===== src/ipl_map.svh =====
// Operation
// - a cleared priority bit puts its group at level 0, a set bit at level 1
// - both priority registers are 8-bit read/write, cleared to 00 by reset and standby
// - first register bit 7 sets the level of external pin 0 requests
// - first register bit 6 sets the level of external pin 1 requests
// - first register bit 5 sets the level of external pins 2 and 3
// - first register bit 4 sets the level of external pins 4 and 5
// - first register bit 3 sets the level of watchdog and converter requests
// - first register bit 2 sets the level of wide timer channel 0
// - first register bit 1 sets the level of wide timer channel 1
// - first register bit 0 sets the level of wide timer channel 2
// - second register bit 7 sets the level of narrow timer channels 0 and 1
// - second register bit 6 sets the level of narrow timer channels 2 and 3
// - second register bits 5, 4, 1, 0 store and read back, affect nothing
// - second register bit 3 sets the level of serial channel 0
// - second register bit 2 sets the level of serial channel 1
// - within one level the smaller vector number wins
`ifndef IPL_MAP_SVH
`define IPL_MAP_SVH
// ****************************
// register map
// ****************************
`define IPL_ADDR_W 8
`define IPL_OFF_SEL_A 8'h00
`define IPL_OFF_SEL_B 8'h04
`define IPL_OFF_STATUS 8'h08
`define IPL_SEL_RST 8'h00
// ****************************
// field positions
// ****************************
`define IPL_A_PIN0 7
`define IPL_A_PIN1 6
`define IPL_A_PINS23 5
`define IPL_A_PINS45 4
`define IPL_A_WDT_ADC 3
`define IPL_A_WT0 2
`define IPL_A_WT1 1
`define IPL_A_WT2 0
`define IPL_B_NT01 7
`define IPL_B_NT23 6
`define IPL_B_SER0 3
`define IPL_B_SER1 2
`define IPL_ST_VALID 7
`define IPL_ST_LEVEL 6
// ****************************
// sources and bus answers
// ****************************
`define IPL_SRC_N 33
`define IPL_IDX_W 6
`define IPL_RESP_OKAY 2'h0
`define IPL_RESP_SLVERR 2'h2
`endif


===== src/ipl_pkg.sv =====
`default_nettype none
`include "ipl_map.svh"
package ipl_pkg;
  typedef enum logic [3:0] {
    IPL_GRP_PIN0, IPL_GRP_PIN1, IPL_GRP_PINS23, IPL_GRP_PINS45, IPL_GRP_WDT_ADC,
    IPL_GRP_WT0, IPL_GRP_WT1, IPL_GRP_WT2, IPL_GRP_NT01, IPL_GRP_NT23,
    IPL_GRP_SER0, IPL_GRP_SER1
  } ipl_grp_t;

  typedef struct packed {
    logic valid;
    logic level;
    logic [`IPL_IDX_W-1:0] index;
  } ipl_grant_t;

  // sources are numbered in ascending vector order
  function automatic ipl_grp_t ipl_group_of(input int idx);
    ipl_grp_t g;
    g = IPL_GRP_WDT_ADC;
    if (idx == 0)
      g = IPL_GRP_PIN0;
    else if (idx == 1)
      g = IPL_GRP_PIN1;
    else if (idx <= 3)
      g = IPL_GRP_PINS23;
    else if (idx <= 5)
      g = IPL_GRP_PINS45;
    else if (idx == 6)
      g = IPL_GRP_WDT_ADC;
    else if (idx <= 9)
      g = IPL_GRP_WT0;
    else if (idx <= 12)
      g = IPL_GRP_WT1;
    else if (idx <= 15)
      g = IPL_GRP_WT2;
    else if (idx <= 19)
      g = IPL_GRP_NT01;
    else if (idx <= 23)
      g = IPL_GRP_NT23;
    else if (idx <= 27)
      g = IPL_GRP_SER0;
    else if (idx <= 31)
      g = IPL_GRP_SER1;
    return g;
  endfunction

  // reserved bits of the second register are never looked at
  function automatic logic ipl_level_of(input ipl_grp_t g, input logic [7:0] a,
                                        input logic [7:0] b);
    logic lvl;
    lvl = 1'b0;
    unique case (g)
      IPL_GRP_PIN0: lvl = a[`IPL_A_PIN0];
      IPL_GRP_PIN1: lvl = a[`IPL_A_PIN1];
      IPL_GRP_PINS23: lvl = a[`IPL_A_PINS23];
      IPL_GRP_PINS45: lvl = a[`IPL_A_PINS45];
      IPL_GRP_WDT_ADC: lvl = a[`IPL_A_WDT_ADC];
      IPL_GRP_WT0: lvl = a[`IPL_A_WT0];
      IPL_GRP_WT1: lvl = a[`IPL_A_WT1];
      IPL_GRP_WT2: lvl = a[`IPL_A_WT2];
      IPL_GRP_NT01: lvl = b[`IPL_B_NT01];
      IPL_GRP_NT23: lvl = b[`IPL_B_NT23];
      IPL_GRP_SER0: lvl = b[`IPL_B_SER0];
      IPL_GRP_SER1: lvl = b[`IPL_B_SER1];
      default: lvl = 1'b0;
    endcase
    return lvl;
  endfunction
endpackage
`default_nettype wire


===== src/ipl_arb.sv =====
`timescale 1ns/10ps
`default_nettype none
`include "ipl_map.svh"
module ipl_arb
  import ipl_pkg::*;
#(
  parameter int SRC_N = `IPL_SRC_N
)
(
  // pending requests and their levels
  input wire logic [SRC_N-1:0] pend,
  input wire logic [SRC_N-1:0] high,
  // winner
  output var ipl_grant_t grant
);
  always_comb
  begin
    grant = '0;
    // scan downward so the smallest index is the last to win
    for (int i = SRC_N - 1; i >= 0; i--)
    begin
      if (pend[i] && !high[i])
        grant = '{valid: 1'b1, level: 1'b0, index: `IPL_IDX_W'(i)};
    end
    // a level 1 request overrides any level 0 pick
    for (int i = SRC_N - 1; i >= 0; i--)
    begin
      if (pend[i] && high[i])
        grant = '{valid: 1'b1, level: 1'b1, index: `IPL_IDX_W'(i)};
    end
  end
endmodule // ipl_arb
`default_nettype wire


===== src/ipl_ctrl.sv =====
`timescale 1ns/10ps
`default_nettype none
`include "ipl_map.svh"
module ipl_ctrl
  import ipl_pkg::*;
#(
  parameter int SRC_N = `IPL_SRC_N
)
(
  // clock and reset
  input wire logic clock,
  input wire logic rstn,
  // hardware standby, synchronous level
  input wire logic hw_standby,
  // axi4-lite write address and data
  input wire logic [`IPL_ADDR_W-1:0] s_axi_awaddr,
  input wire logic [2:0] s_axi_awprot,
  input wire logic s_axi_awvalid,
  output logic s_axi_awready,
  input wire logic [31:0] s_axi_wdata,
  input wire logic [3:0] s_axi_wstrb,
  input wire logic s_axi_wvalid,
  output logic s_axi_wready,
  // axi4-lite write response
  output logic [1:0] s_axi_bresp,
  output logic s_axi_bvalid,
  input wire logic s_axi_bready,
  // axi4-lite read
  input wire logic [`IPL_ADDR_W-1:0] s_axi_araddr,
  input wire logic [2:0] s_axi_arprot,
  input wire logic s_axi_arvalid,
  output logic s_axi_arready,
  output logic [31:0] s_axi_rdata,
  output logic [1:0] s_axi_rresp,
  output logic s_axi_rvalid,
  input wire logic s_axi_rready,
  // pending, enabled requests, ascending vector order
  input wire logic [SRC_N-1:0] src_req,
  // request presented to the cpu core
  output logic cpu_req_valid,
  output logic cpu_req_level,
  output logic [`IPL_IDX_W-1:0] cpu_req_index
);
  // ****************************
  // state
  // ****************************
  logic [7:0] sel_a_r;
  logic [7:0] sel_b_r;
  logic [`IPL_ADDR_W-1:0] waddr_r;
  logic [7:0] wdata_r;
  logic wstrb0_r;
  logic aw_hold_r;
  logic w_hold_r;
  logic awready_r;
  logic wready_r;
  logic bvalid_r;
  logic [1:0] bresp_r;
  logic arready_r;
  logic rvalid_r;
  logic [31:0] rdata_r;
  logic [1:0] rresp_r;
  ipl_grant_t grant_r;

  // ****************************
  // write channel decode
  // ****************************
  wire aw_take = s_axi_awvalid && awready_r;
  wire w_take = s_axi_wvalid && wready_r;
  wire have_aw = aw_hold_r || aw_take;
  wire have_w = w_hold_r || w_take;
  wire [`IPL_ADDR_W-1:0] cur_waddr = aw_hold_r ? waddr_r : s_axi_awaddr;
  wire [7:0] cur_wdata = w_hold_r ? wdata_r : s_axi_wdata[7:0];
  wire cur_strb0 = w_hold_r ? wstrb0_r : s_axi_wstrb[0];
  // the response waits for the previous one to be taken
  wire wr_commit = aw_hold_r && w_hold_r && !bvalid_r;
  wire wr_hit_a = waddr_r == `IPL_OFF_SEL_A;
  wire wr_hit_b = waddr_r == `IPL_OFF_SEL_B;
  wire wr_hit_st = waddr_r == `IPL_OFF_STATUS;
  wire wr_mapped = wr_hit_a || wr_hit_b || wr_hit_st;
  wire b_done = bvalid_r && s_axi_bready;

  // only byte lane 0 carries data; other lanes are ignored
  wire wr_a = wr_commit && wr_hit_a && wstrb0_r;
  wire wr_b = wr_commit && wr_hit_b && wstrb0_r;
  wire [7:0] sel_a_nxt = hw_standby ? `IPL_SEL_RST : (wr_a ? wdata_r : sel_a_r);
  wire [7:0] sel_b_nxt = hw_standby ? `IPL_SEL_RST : (wr_b ? wdata_r : sel_b_r);

  // ****************************
  // read channel decode
  // ****************************
  wire ar_take = s_axi_arvalid && arready_r;
  wire r_done = rvalid_r && s_axi_rready;
  wire rd_hit_a = s_axi_araddr == `IPL_OFF_SEL_A;
  wire rd_hit_b = s_axi_araddr == `IPL_OFF_SEL_B;
  wire rd_hit_st = s_axi_araddr == `IPL_OFF_STATUS;
  wire [7:0] status_byte = {grant_r.valid, grant_r.level, grant_r.index};
  wire [7:0] rd_byte = rd_hit_a ? sel_a_r
    : (rd_hit_b ? sel_b_r : (rd_hit_st ? status_byte : 8'h00));
  wire [1:0] rd_resp = (rd_hit_a || rd_hit_b || rd_hit_st) ? `IPL_RESP_OKAY : `IPL_RESP_SLVERR;

  // ****************************
  // level per source and arbitration
  // ****************************
  wire [SRC_N-1:0] src_high;
  ipl_grant_t grant_nxt;

  genvar gi;
  generate
    for (gi = 0; gi < SRC_N; gi++)
    begin : g_level
      // level 0 when the bit is clear, level 1 when set
      assign src_high[gi] = ipl_level_of(ipl_group_of(gi), sel_a_r, sel_b_r);
    end
  endgenerate

  // levels come from the stored registers, so a write acts one edge later
  ipl_arb #(.SRC_N(SRC_N)) u_arb (
    .pend(src_req),
    .high(src_high),
    .grant(grant_nxt)
  );

  // ****************************
  // registers
  // ****************************
  always_ff @(posedge clock or negedge rstn)
  begin
    if (!rstn)
    begin
      sel_a_r <= `IPL_SEL_RST;
      sel_b_r <= `IPL_SEL_RST;
    end
    else
    begin
      sel_a_r <= sel_a_nxt;
      sel_b_r <= sel_b_nxt;
    end
  end

  always_ff @(posedge clock or negedge rstn)
  begin
    if (!rstn)
    begin
      aw_hold_r <= 1'b0;
      w_hold_r <= 1'b0;
      awready_r <= 1'b1;
      wready_r <= 1'b1;
      waddr_r <= '0;
      wdata_r <= 8'h00;
      wstrb0_r <= 1'b0;
    end
    else
    begin
      aw_hold_r <= have_aw && !wr_commit;
      w_hold_r <= have_w && !wr_commit;
      awready_r <= !have_aw || wr_commit;
      wready_r <= !have_w || wr_commit;
      waddr_r <= cur_waddr;
      wdata_r <= cur_wdata;
      wstrb0_r <= cur_strb0;
    end
  end

  always_ff @(posedge clock or negedge rstn)
  begin
    if (!rstn)
    begin
      bvalid_r <= 1'b0;
      bresp_r <= `IPL_RESP_OKAY;
    end
    else if (wr_commit)
    begin
      bvalid_r <= 1'b1;
      bresp_r <= wr_mapped ? `IPL_RESP_OKAY : `IPL_RESP_SLVERR;
    end
    else if (b_done)
    begin
      bvalid_r <= 1'b0;
    end
  end

  always_ff @(posedge clock or negedge rstn)
  begin
    if (!rstn)
    begin
      arready_r <= 1'b1;
      rvalid_r <= 1'b0;
      rdata_r <= 32'h0000_0000;
      rresp_r <= `IPL_RESP_OKAY;
    end
    else if (ar_take)
    begin
      arready_r <= 1'b0;
      rvalid_r <= 1'b1;
      rdata_r <= {24'h00_0000, rd_byte};
      rresp_r <= rd_resp;
    end
    else if (r_done)
    begin
      arready_r <= 1'b1;
      rvalid_r <= 1'b0;
    end
  end

  // the presented request is registered; request inputs are never written back
  always_ff @(posedge clock or negedge rstn)
  begin
    if (!rstn)
      grant_r <= '0;
    else
      grant_r <= grant_nxt;
  end

  // ****************************
  // outputs
  // ****************************
  assign s_axi_awready = awready_r;
  assign s_axi_wready = wready_r;
  assign s_axi_bvalid = bvalid_r;
  assign s_axi_bresp = bresp_r;
  assign s_axi_arready = arready_r;
  assign s_axi_rvalid = rvalid_r;
  assign s_axi_rdata = rdata_r;
  assign s_axi_rresp = rresp_r;
  assign cpu_req_valid = grant_r.valid;
  assign cpu_req_level = grant_r.level;
  assign cpu_req_index = grant_r.index;
endmodule // ipl_ctrl
`default_nettype wire


===== config.mk =====
export PLATFORM = sky130hd
export DESIGN_NAME = ipl_ctrl
export DESIGN_NICKNAME = d
export VERILOG_FILES = /design/src/ipl_pkg.sv /design/src/ipl_arb.sv /design/src/ipl_ctrl.sv
export VERILOG_INCLUDE_DIRS = /design/src
export SDC_FILE = /design/constraint.sdc
export NUM_CORES = 1
export LEC_CHECK = 0
export ABC_CLOCK_PERIOD_IN_PS = 4930
export BUFFER_PORTS_ARGS = -buffer_cell sky130_fd_sc_hd__buf_2
export CORE_MARGIN = 1.5
export CORE_UTILIZATION = 40
export CTS_CLUSTER_DIAMETER = 50
export DETAILED_ROUTE_END_ITERATION = 10
export PLACE_DENSITY = 0.67
export SLEW_MARGIN = 20
export SYNTH_ARGS = -nofsm -noshare
export SYNTH_HDL_FRONTEND = slang
export SYNTH_HIERARCHICAL = 1
export SYNTH_SLANG_ARGS = --single-unit

===== constraint.sdc =====
create_clock -name clock -period 4.93 [get_ports clock]
set_clock_uncertainty 0.2 [all_clocks]
set_input_delay 0.493 -clock clock [delete_from_list [all_inputs] [get_ports clock]]
set_output_delay 0.493 -clock clock [all_outputs]
set_load 0.01 [all_outputs]

==> summary.txt, run 1 <==
CTS
  • H-tree depth: 3
  • Clock Latency Late Sink: approximately 0.33 ns
  • Clock sink total: a little under 60
  • Post-CTS setup buffer count: 0
  • CTS Hold Buffers Added: 0
  • Clock buffer count from CTS: 9
  • CTS Buffer Depth: 2
  • Cts repair resizes: 0
  • CTS tree: yes
  • CTS Root Cell: clkbuf_8
  • Clock Pin Slew Worst Setup and Hold Paths: around 0.060 ns

Floorplan
  • Die area: roughly 0.010 sq mm
  • Die height: around 100 microns
  • Num rows: 35
  • Die X: a little over 100 microns
  • Initial Utilization: 41.6%
  • IO Count: between 100 and 150
  • Core Region: 0.00928 sq mm

Final layout
  • Fin cells: between 600 and 700
  • Layout cells sized above 1: between 20% and 30%
  • Post-Route Utilization: between 40% and 50%
  • Fin nets: 613
  • Diodes inserted: 0
  • Fill cells: approximately 930
  • Layout area overhead: 16.3%

Power
  • Pwr/cell area: ~300 mW/mm^2
  • Worst VDD drop: between 200 and 250 uV
  • Leak: ~2.2 nW

STA
  • Rel. slew slack: around 54%
  • Final worst-path cycle share: 49.0%
  • Final Hold Vio Count: 0
  • Minimum clock period: ~2.4 ns
  • Final setup violation count: 0
  • Max Fclk: just over 0.4 GHz
  • Slew at the pin closest to its max-slew limit: ~0.69 ns
  • Setup TNS: 0 ns
  • Fin Hold WS: approximately 0.092 ns
  • Slew Limit Fails: 0
  • RSZ-0062 raised after global routing: false
  • Setup WS post-layout: 2.52 ns

Worst setup path
  • Req. time, crit path: 4.93 ns
  • Critical path's slowest cell: a2111oi_1
  • Delay-heaviest family, CP: compound AO/OA/AOI/OAI gates
  • Worst setup SP type: flip-flop
  • Worst setup EP type: flip-flop
  • Crit path buffers/inverters: 0
  • WS Path Type: flip-flop to flip-flop
  • CP peak stage delay: roughly 0.64 ns
  • Worst path cell trace: nand2b_1 -> o21ai_0 -> a2111oi_1 -> o2111ai_1 -> a211oi_1 -> nor2_1
  • Critical Path AT: about 2.4 ns
  • Worst-path fanout max: 12

Yosys
  • Mux cell area share after synthesis: 9.64%
  • Post-synth EDFFs: 0
  • Library cells used by synthesis: 63
  • Seq/Total Area, Yosys: 37.6%
  • Top_reg_cell synth: dfrtp_1
  • Largest family of logic cells by synthesized area: simple AND/OR/NAND/NOR gates
  • Async SR Flop Fraction: 100%
  • Yosys warns: 6
  • Simple-Gate Fraction of Synth Area: 28.7%
  • Synthesized cell area: between 0.003 and 0.004 sq mm
  • Synth Register Bits: between 50 and 60
  • Syn_area_per_cell: between 9 and 10 sq um
  • Synth Area in Compound Gates: between 10% and 20%
  • Post-synthesis adder-cell area fraction: 0%
  • Cells after Synth: 425
  • Post-Synth XOR/XNOR Area: 0%

Run status
  • Status: finished clean

Global routing
  • Vias in the first global route: 3146
  • First-pass GRT wire length: roughly 15 mm
  • GRT Resource Usage Total: around a fifth
  • Global route total overflow: 0
  • Largest net degree at the start of global routing: just under 60
  • Initial antenna violation count: 0

Placement
  • I/O Buffers: 88
  • Post-place setup slack: between 2 and 3 ns
  • Dpl cells: ~630
  • Global placer's final weighted congestion: between 0.9 and 1
  • Post-DP HPWL: 7.56 mm

Routing
  • 1st-iter DRT viols: between 150 and 200
  • Via count: 3364
  • Per-cell routed wire length: 14.4 microns
  • DRT antenna net count: 0
  • Drt total wl: between 9 and 10 mm
  • Residual DRC count: 0
  • Router iterations before antenna repair: 4
  • Via/cell ratio: 5.19

Min path
  • Hold Path Class: primary input to asynchronous set/reset pin

Job
  • Max Cap Viol: 0
[final timing paths]
kind	start	end	slack, ns	depth (start not counted)
hold reg to reg	s_axi_rresp[1]	s_axi_rresp[1]	0.28	2
min in group clock	s_axi_arvalid	s_axi_arready	0.12	2
max in group asynchronous	rstn	sel_a_r[2]	3.98	2
hold / removal	rstn	s_axi_rdata[7]	0.09	2
setup / recovery	sel_a_r[2]	cpu_req_index[0]	2.52	6
setup reg to reg	sel_a_r[2]	cpu_req_index[0]	2.52	6
[cell usage in the layout, fill, tap and decap left out, types with 11 or more instances in the layout]
| cell type | Yosys | routed |
|---|---|---|
| a21oi_1 | 13 | 13 |
| a22oi_1 | 12 | 12 |
| buf_2 | 3 | 88 |
| conb_1 | 1 | 26 |
| dfrtp_1 | 55 | 55 |
| mux2_2 | 18 | 18 |
| mux2i_1 | 17 | 17 |
| nand2_1 | 56 | 56 |
| nand2b_1 | 49 | 49 |
| nor2b_1 | 25 | 25 |
| o21ai_0 | 11 | 11 |
[cell usage after synthesis, types with 4 or more instances]
cell type / n / area (sq um)
inv_1: 10 / 37.5
nand2_1: 56 / 210
o221ai_1: 8 / 70.1
mux2i_1: 17 / 170
a21oi_1: 13 / 65.1
o21ai_1: 8 / 40.0
nor2_1: 10 / 37.5
mux2_2: 18 / 203
a22oi_1: 12 / 90.1
nand2b_1: 49 / 307
a32o_1: 5 / 50.1
nor3_1: 4 / 20.0
nor4_1: 4 / 25.0
nand3_1: 7 / 35.0
clkbuf_1: 7 / 26.3
o2111ai_1: 4 / 35.0
o21ai_0: 11 / 55.1
and2_1: 4 / 25.0
nand4_1: 7 / 43.8
dfrtp_1: 55 / 1380
buf_4: 26 / 195
nor2b_1: 25 / 156
[state kept, by name, summed over array words and instances (netlist names)]
register / count
aw_hold_r: 1
cpu_req_index: 6
cpu_req_level: 1
cpu_req_valid: 1
s_axi_arready: 1
s_axi_awready: 1
s_axi_bresp: 1
s_axi_bvalid: 1
s_axi_rdata: 8
s_axi_rresp: 1
s_axi_rvalid: 1
s_axi_wready: 1
sel_a_r: 8
sel_b_r: 8
w_hold_r: 1
waddr_r: 8
wdata_r: 8
wstrb0_r: 1
[power breakdown]
part           total (mW)  leakage [nW]  internal [mW]  switching [mW]
clock               0.360        0.0872          0.193           0.166
sequential          0.672         0.739          0.589          0.0830
combinational       0.317          1.33          0.170           0.147
total                1.35          2.15          0.952           0.397
[layer usage]
metal  vias up  GRT usage, %  part of all wire [%]
li1       1671             -                     -
met1      1568          26.0                    47
met2       115          29.5                    45
met3        10          5.66                   6.4
met4         0          5.13                   1.6
met5         -             0                     0
[per-stage QoR]
stage	power [mW]	area [sq um]
after floorplan	0.901	3960
after global placement	0.983	4330
after detailed placement	0.999	4330
after CTS	1.37	4500
after global routing	1.44	4500
final	1.35	4500
[final cells by class]
| cell class | instances | area [sq um] | share of cell area (%) |
|---|---|---|---|
| clock inverters | 3 | 15.0 | 0.334 |
| well taps | 129 | 161 | 3.59 |
| flip-flops and latches | 58 | 1460 | 32.4 |
| clock buffers | 13 | 149 | 3.31 |
| inverters | 10 | 37.5 | 0.835 |
| multi-input cells | 346 | 2230 | 49.6 |
| repair buffers | 89 | 448 | 9.96 |
[kinds of logic after synthesis]
group | after synthesis
and+or+nand+nor | 194
AOI/OAI and AO/OA | 91
DFF | 58
buffers and inverters | 46
muxes | 35
other | 1
No activity file was read; power rests on OpenSTA's default activity.
==> inputs of run 2 (changes only) <==
- ABC_CLOCK_PERIOD_IN_PS: 4930 -> 2200
- PLACE_DENSITY: 0.67 -> 0.7
- clock period: 4.93 -> 2.2 ns (I/O delays scaled with it)
==> run 2 against run 1 <==
Net effect:
- register-to-register slack worse by 2.4 ns
- hold slack worse by 0.041 ns
- utilization is 6.0 points higher
- sequential cell count stayed put
- clock power grew to 2.7 times the previous value
- critical endpoint is now cpu_req_valid
- global-route usage is 2.4 points higher
- count of clock-buffer cells in the layout stayed put
- total power is 150% higher
- highest routed layer unchanged
- design area is 12% higher
- critical path depth stayed put
==> summary.txt, run 2 (same netlist as run 1, synthesis figures left out) <==
Final layout
  • Fin cells: between 700 and 800
  • Post-Route Utilization: between 50% and 60%
  • Diodes inserted: 0
  • Layout area overhead: 30.6%
  • Fill cells: 850
  • Multi-input gate area: between 0.002 and 0.0025 sq mm
  • Fin nets: between 600 and 700
  • Commonest non-fill, non-tap cell in the layout: buf_2
  • Layout cells sized above 1: around 31%
  • Most frequent cells in the layout: 88 x buf_2, 56 x nand2_1, 50 x dfrtp_1, 49 x nand2b_1, 32 x buf_4
  • Register Area: 0.00146 sq mm

Global routing
  • Initial antenna violation count: 0
  • First-pass GRT wire length: 17.1 mm
  • GRT Resource Usage Total: a little over a fifth
  • Vias in the first global route: approximately 3500
  • Largest net degree at the start of global routing: 43
  • Global route total overflow: 0

Worst setup path
  • Internal reg-to-reg setup slack: approximately 0.098 ns
  • R2R depth: 6
  • Worst setup SP type: flip-flop
  • Critical Path AT: between 2 and 2.5 ns
  • Reg2reg start: sel_a_r[4]
  • Worst setup EP type: flip-flop
  • WS Path Type: flip-flop to flip-flop
  • Worst r2r dst: cpu_req_valid
  • Req. time, crit path: approximately 2.2 ns
  • Critical Path Start: sel_a_r[4]
  • Worst Setup EP: cpu_req_valid
  • Worst-path fanout max: 7

STA
  • Final setup violation count: 0
  • Setup TNS: 0 ns
  • RSZ-0062 raised after global routing: false
  • Final worst-path cycle share: 95.6%
  • Max Fclk: 0.476 GHz
  • Slew Limit Fails: 0
  • Fin Hold WS: slightly above 0.05 ns
  • Minimum clock period: between 2 and 2.5 ns
  • Final Hold Vio Count: 0

Floorplan
  • Die X: between 100 and 150 microns
  • Die height: 101 microns
  • Die area: 0.0103 sq mm
  • Core Region: a little over 0.009 sq mm
  • Initial Utilization: between 40% and 50%
  • IO Count: 148
  • Num rows: 35

CTS
  • Clock buffer count from CTS: 9
  • CTS tree: yes
  • H-tree depth: 3
  • CTS Buffer Depth: 2
  • CTS Root Cell: clkbuf_8
  • Clock Latency Late Sink: roughly 0.33 ns
  • Clock Pin Slew Worst Setup and Hold Paths: roughly 0.070 ns
  • Clock sink total: 58

Routing
  • DRT antenna net count: 0
  • 1st-iter DRT viols: ~160
  • Via count: between 3000 and 4000
  • Via/cell ratio: 5.13
  • Residual DRC count: 0
  • Per-cell routed wire length: 15.3 microns
  • Drt total wl: around 11 mm
  • Router iterations before antenna repair: 5

Min path
  • Hold Path Class: primary input to flip-flop
  • Hold path cells: 3

Power
  • Pwr/cell area: around 650 mW/mm^2
  • Leak: about 2.4 nW
  • Worst VDD drop: ~450 uV
  • Tot Pwr: ~3.3 mW

Placement
  • Post-DP HPWL: between 8 and 9 mm
  • I/O Buffers: 88
  • Dpl cells: about 660
  • Global placer's final weighted congestion: 0.949

Job
  • Max Cap Viol: 0

Run status
  • Status: finished clean
run 2: worst max-delay path, stage by stage (launching register included):
cell	delay [ns]
dfrtp_1	0.55
nor2b_1	0.17
or4_4	0.54
nor3_2	0.19
nand2_1	0.08
nor2_1	0.17
nand3b_1	0.09
run 2: area by class of cell:
| class | instances | share of cell area [%] |
|---|---|---|
| clock buffers | 13 | 3.15 |
| clock inverters | 3 | 0.793 |
| inverters | 10 | 0.743 |
| multi-input cells | 346 | 44.4 |
| flip-flops and latches | 58 | 28.9 |
| well taps | 129 | 3.20 |
| repair buffers | 146 | 18.8 |
run 2: metal layers:
layer  vias to the layer above  wire [microns]  track usage [%]
met4                         0             139             5.13
met5                         -               0                0
met1                      1695            5030             29.8
met3                        15             626             3.86
met2                       130            4960             34.8
li1                       1777               -                -
run 2: report_power, final:
group          internal (mW)  leakage [nW]  total [mW]  switching, mW
combinational          0.454          1.61       0.875          0.422
sequential              1.32         0.730        1.45          0.133
clock                  0.582         0.103       0.980          0.398
run 2: timing repair:
| action | in CTS | in global routing |
|---|---|---|
| setup buffers | 1 | 0 |
| pin swaps | 1 | 0 |
| gates cloned | 0 | 0 |
| setup endpoints to repair | 1 | 7 |
| hold endpoints to repair | 79 | 0 |
| hold buffers | 25 | 0 |
| resized for setup | 0 | 7 |
run 2: how the worst min path moves through the flow:
| stage | start | end |
|---|---|---|
| final | s_axi_awvalid | s_axi_awready |
| after global routing | s_axi_wvalid | s_axi_wready |
| after CTS | s_axi_awvalid | s_axi_awready |
| after detailed placement | rstn | s_axi_rvalid |
| after global placement | rstn | s_axi_rresp[1] |
| after floorplan | rstn | aw_hold_r |
run 2: stage by stage:
stage	instance area, sq um	setup slack, ns
after CTS	5030	0.0495
final	5050	0.0977
after detailed placement	4580	0.00994
after global placement	4580	0.0651
after global routing	5050	0.00868
after floorplan	3960	0.306
==> inputs of run 3 (changes only) <==
- ABC_AREA: default -> 1
- CTS_CLUSTER_SIZE: default -> 14
- PLACE_DENSITY: 0.7 -> 0.69
==> run 3 against run 2 <==
Net effect:
- the run now ends with negative setup slack left
- register-to-register slack worse by 1.8 ns
- non-clock buffer count up 26
- utilization up 1.8 points
- synthesized cell count up 40%
- first-iteration DRC count grew 37%
- critical path type unchanged
- highest routed layer unchanged
==> summary.txt, run 3 <==
Run status
  • Status: finished, violations left
  • Failing checks: negative setup slack

Power
  • Tot Pwr: 3.46 mW
  • Leak: about 3.2 nW
  • Pwr/cell area: approximately 620 mW/mm^2
  • Worst VDD drop: about 570 uV

Yosys
  • Most frequent cells after synthesis: 213 x nand2_1, 66 x inv_1, 58 x nor2_1, 55 x dfrtp_1, 45 x nand3_1
  • Synthesized cell area: ~0.0041 sq mm
  • Cells after Synth: between 500 and 600
  • Count leader, synth: nand2_1
  • Yosys warns: 6
  • Synth area leader: dfrtp_1
  • Simple-Gate Fraction of Synth Area: between 40% and 50%
  • Post-synthesis adder-cell area fraction: 0%
  • Synth top area share: about a third
  • Syn_area_per_cell: between 6 and 7 sq um
  • Library cells used by synthesis: 35
  • Mux cell area share after synthesis: approximately 1.9%
  • Dominant cells by area after synthesis: dfrtp_1 33%, nand2_1 19%, nand2_4 7.1%
  • Synth Register Bits: 58
  • Post-Synth XOR/XNOR Area: 0%
  • Top_reg_cell synth: dfrtp_1
  • Seq/Total Area, Yosys: a little over a third
  • Async SR Flop Fraction: 100%
  • Post-synth EDFFs: 0
  • Synth Area in Compound Gates: approximately 7%
  • Largest family of logic cells by synthesized area: simple AND/OR/NAND/NOR gates

Worst setup path
  • Delay-heaviest family, CP: simple AND/OR/NAND/NOR gates
  • WP depth: 64
  • Req. time, crit path: around 2.2 ns
  • Critical Path AT: 3.95 ns
  • WS Path Type: flip-flop to flip-flop
  • Internal reg-to-reg setup slack: -1.73 ns
  • Worst-path fanout max: 5
  • Reg2reg start: sel_b_r[2]
  • Critical path's slowest cell: dfrtp_2
  • Crit path buffers/inverters: 1
  • Worst setup EP type: flip-flop
  • Cell mode on critical path: nand2_1
  • Critical Path Start: sel_b_r[2]
  • R2R depth: 64
  • Worst setup SP type: flip-flop
  • CP peak stage delay: between 0.4 and 0.5 ns

Placement
  • Global placer's final weighted congestion: roughly 0.9
  • I/O Buffers: around 90
  • Post-DP HPWL: 8.72 mm

STA
  • Rel. slew slack: ~61%
  • Final setup violation count: 3
  • Max Fclk: between 0.2 and 0.3 GHz
  • RSZ-0062 raised after global routing: true
  • Setup TNS: -3.19 ns
  • Slew Limit Fails: 0
  • Slew at the pin closest to its max-slew limit: slightly below 0.6 ns
  • Final Hold Vio Count: 0
  • Setup WS post-layout: -1.73 ns
  • Final worst-path cycle share: 179%
  • Minimum clock period: a little under 4 ns

Routing
  • Via count: approximately 4200
  • Per-cell routed wire length: about 12 microns
  • Via/cell ratio: approximately 4.6
  • DRT antenna net count: 0
  • 1st-iter DRT viols: 214
  • Residual DRC count: 0
  • Router iterations before antenna repair: 5
  • Drt total wl: 10.9 mm

Floorplan
  • Die X: between 100 and 150 microns
  • Num rows: 36
  • IO Count: about 150
  • Initial Utilization: between 40% and 50%
  • Die height: roughly 100 microns
  • Core Region: about 0.01 sq mm
  • Die area: 0.0110 sq mm

CTS
  • Clock Pin Slew Worst Setup and Hold Paths: 0.07 ns
  • CTS tree: yes
  • Clock Latency Late Sink: ~0.33 ns
  • H-tree depth: 3
  • Clock sink total: between 50 and 60
  • CTS Root Cell: clkbuf_8
  • CTS Buffer Depth: 2
  • Clock buffer count from CTS: 9

Final layout
  • Fin nets: 866
  • Layout area overhead: 34.6%
  • Layout cells sized above 1: between 30% and 40%
  • Commonest non-fill, non-tap cell in the layout: nand2_1
  • Post-Route Utilization: a little under three fifths
  • Diodes inserted: 0
  • Most frequent cells in the layout: 207 x nand2_1, 88 x buf_2, 64 x inv_1, 58 x buf_4, 56 x nor2_1

Global routing
  • Vias in the first global route: around 4000
  • Initial antenna violation count: 0
  • First-pass GRT wire length: about 18 mm
  • Global route total overflow: 0
  • GRT Resource Usage Total: 20.7%
  • Largest net degree at the start of global routing: 21

Min path
  • Hold Path Class: primary input to flip-flop
  • Min-Delay Startpoint: s_axi_araddr[2]
  • Hold path cells: 3

Job
  • Max Cap Viol: 0
[run 3: per-stage QoR]
stage / worst slack, ns / cells / hold WS, ns / cell area, sq um
6_report: -1.73 / 904 / 0.0503 / 5570
3_3_place_gp: -1.62 / 864 / -0.0172 / 5060
4_1_cts: -1.71 / 903 / 0.0542 / 5500
3_5_place_dp: -1.71 / 864 / -0.00354 / 5060
5_1_grt: -2.40 / 904 / 0.0705 / 5570
2_1_floorplan: -1.31 / 618 / -0.276 / 4230
[run 3: final timing paths]
kind	to
hold / removal	s_axi_rresp[1]
setup reg to reg	cpu_req_index[0]
min in group asynchronous	sel_a_r[2]
hold reg to reg	s_axi_rdata[7]
max in group asynchronous	s_axi_wready
setup / recovery	cpu_req_index[0]
[run 3: report_power, final]
part           total (mW)  switching, mW  leakage [nW]  internal (mW)
Combinational        1.01          0.564          2.36          0.442
Clock               0.983          0.408         0.102          0.575
Sequential           1.48          0.148         0.727           1.33
Total                3.46           1.12          3.19           2.34
[run 3: routing by layer]
layer	GRT usage (%)	vias up	part of all wire (%)
met2	35.5	154	47
met1	27.0	1886	45
met3	4.99	10	7.3
li1	-	2131	-
met5	0	-	0
met4	3.42	0	0.93
[run 3: cell type report]
class / instances / area, sq um
well taps: 133 / 166
clock buffers: 12 / 155
flip-flops and latches: 58 / 1460
inverters: 82 / 387
multi-input cells: 444 / 2210
repair buffers: 172 / 1150
fillers: 973 / 4340
clock inverters: 3 / 40.0
[run 3: cells by family after synthesis]
group | Yosys count
AOI/OAI and AO/OA | 48
DFF | 58
other | 1
buffers and inverters | 116
and+or+nand+nor | 363
muxes | 7
[run 3: worst reg2reg max path, delay by kind of cell, from the launching register on]
kind,cells,cell delay [ns]
compound gates,1,0.05
buf+inv,1,0.06
flops,1,0.45
simple gates,62,3.06
[run 3: what timing repair did]
| action | 4_1_cts | 5_1_grt |
|---|---|---|
| hold buffers | 24 | 0 |
| endpoints found under the setup margin | 3 | 7 |
| pin swaps | 1 | 3 |
| gates resized for setup | 2 | 17 |
| hold endpoints to repair | 60 | 0 |
| setup buffers | 0 | 1 |
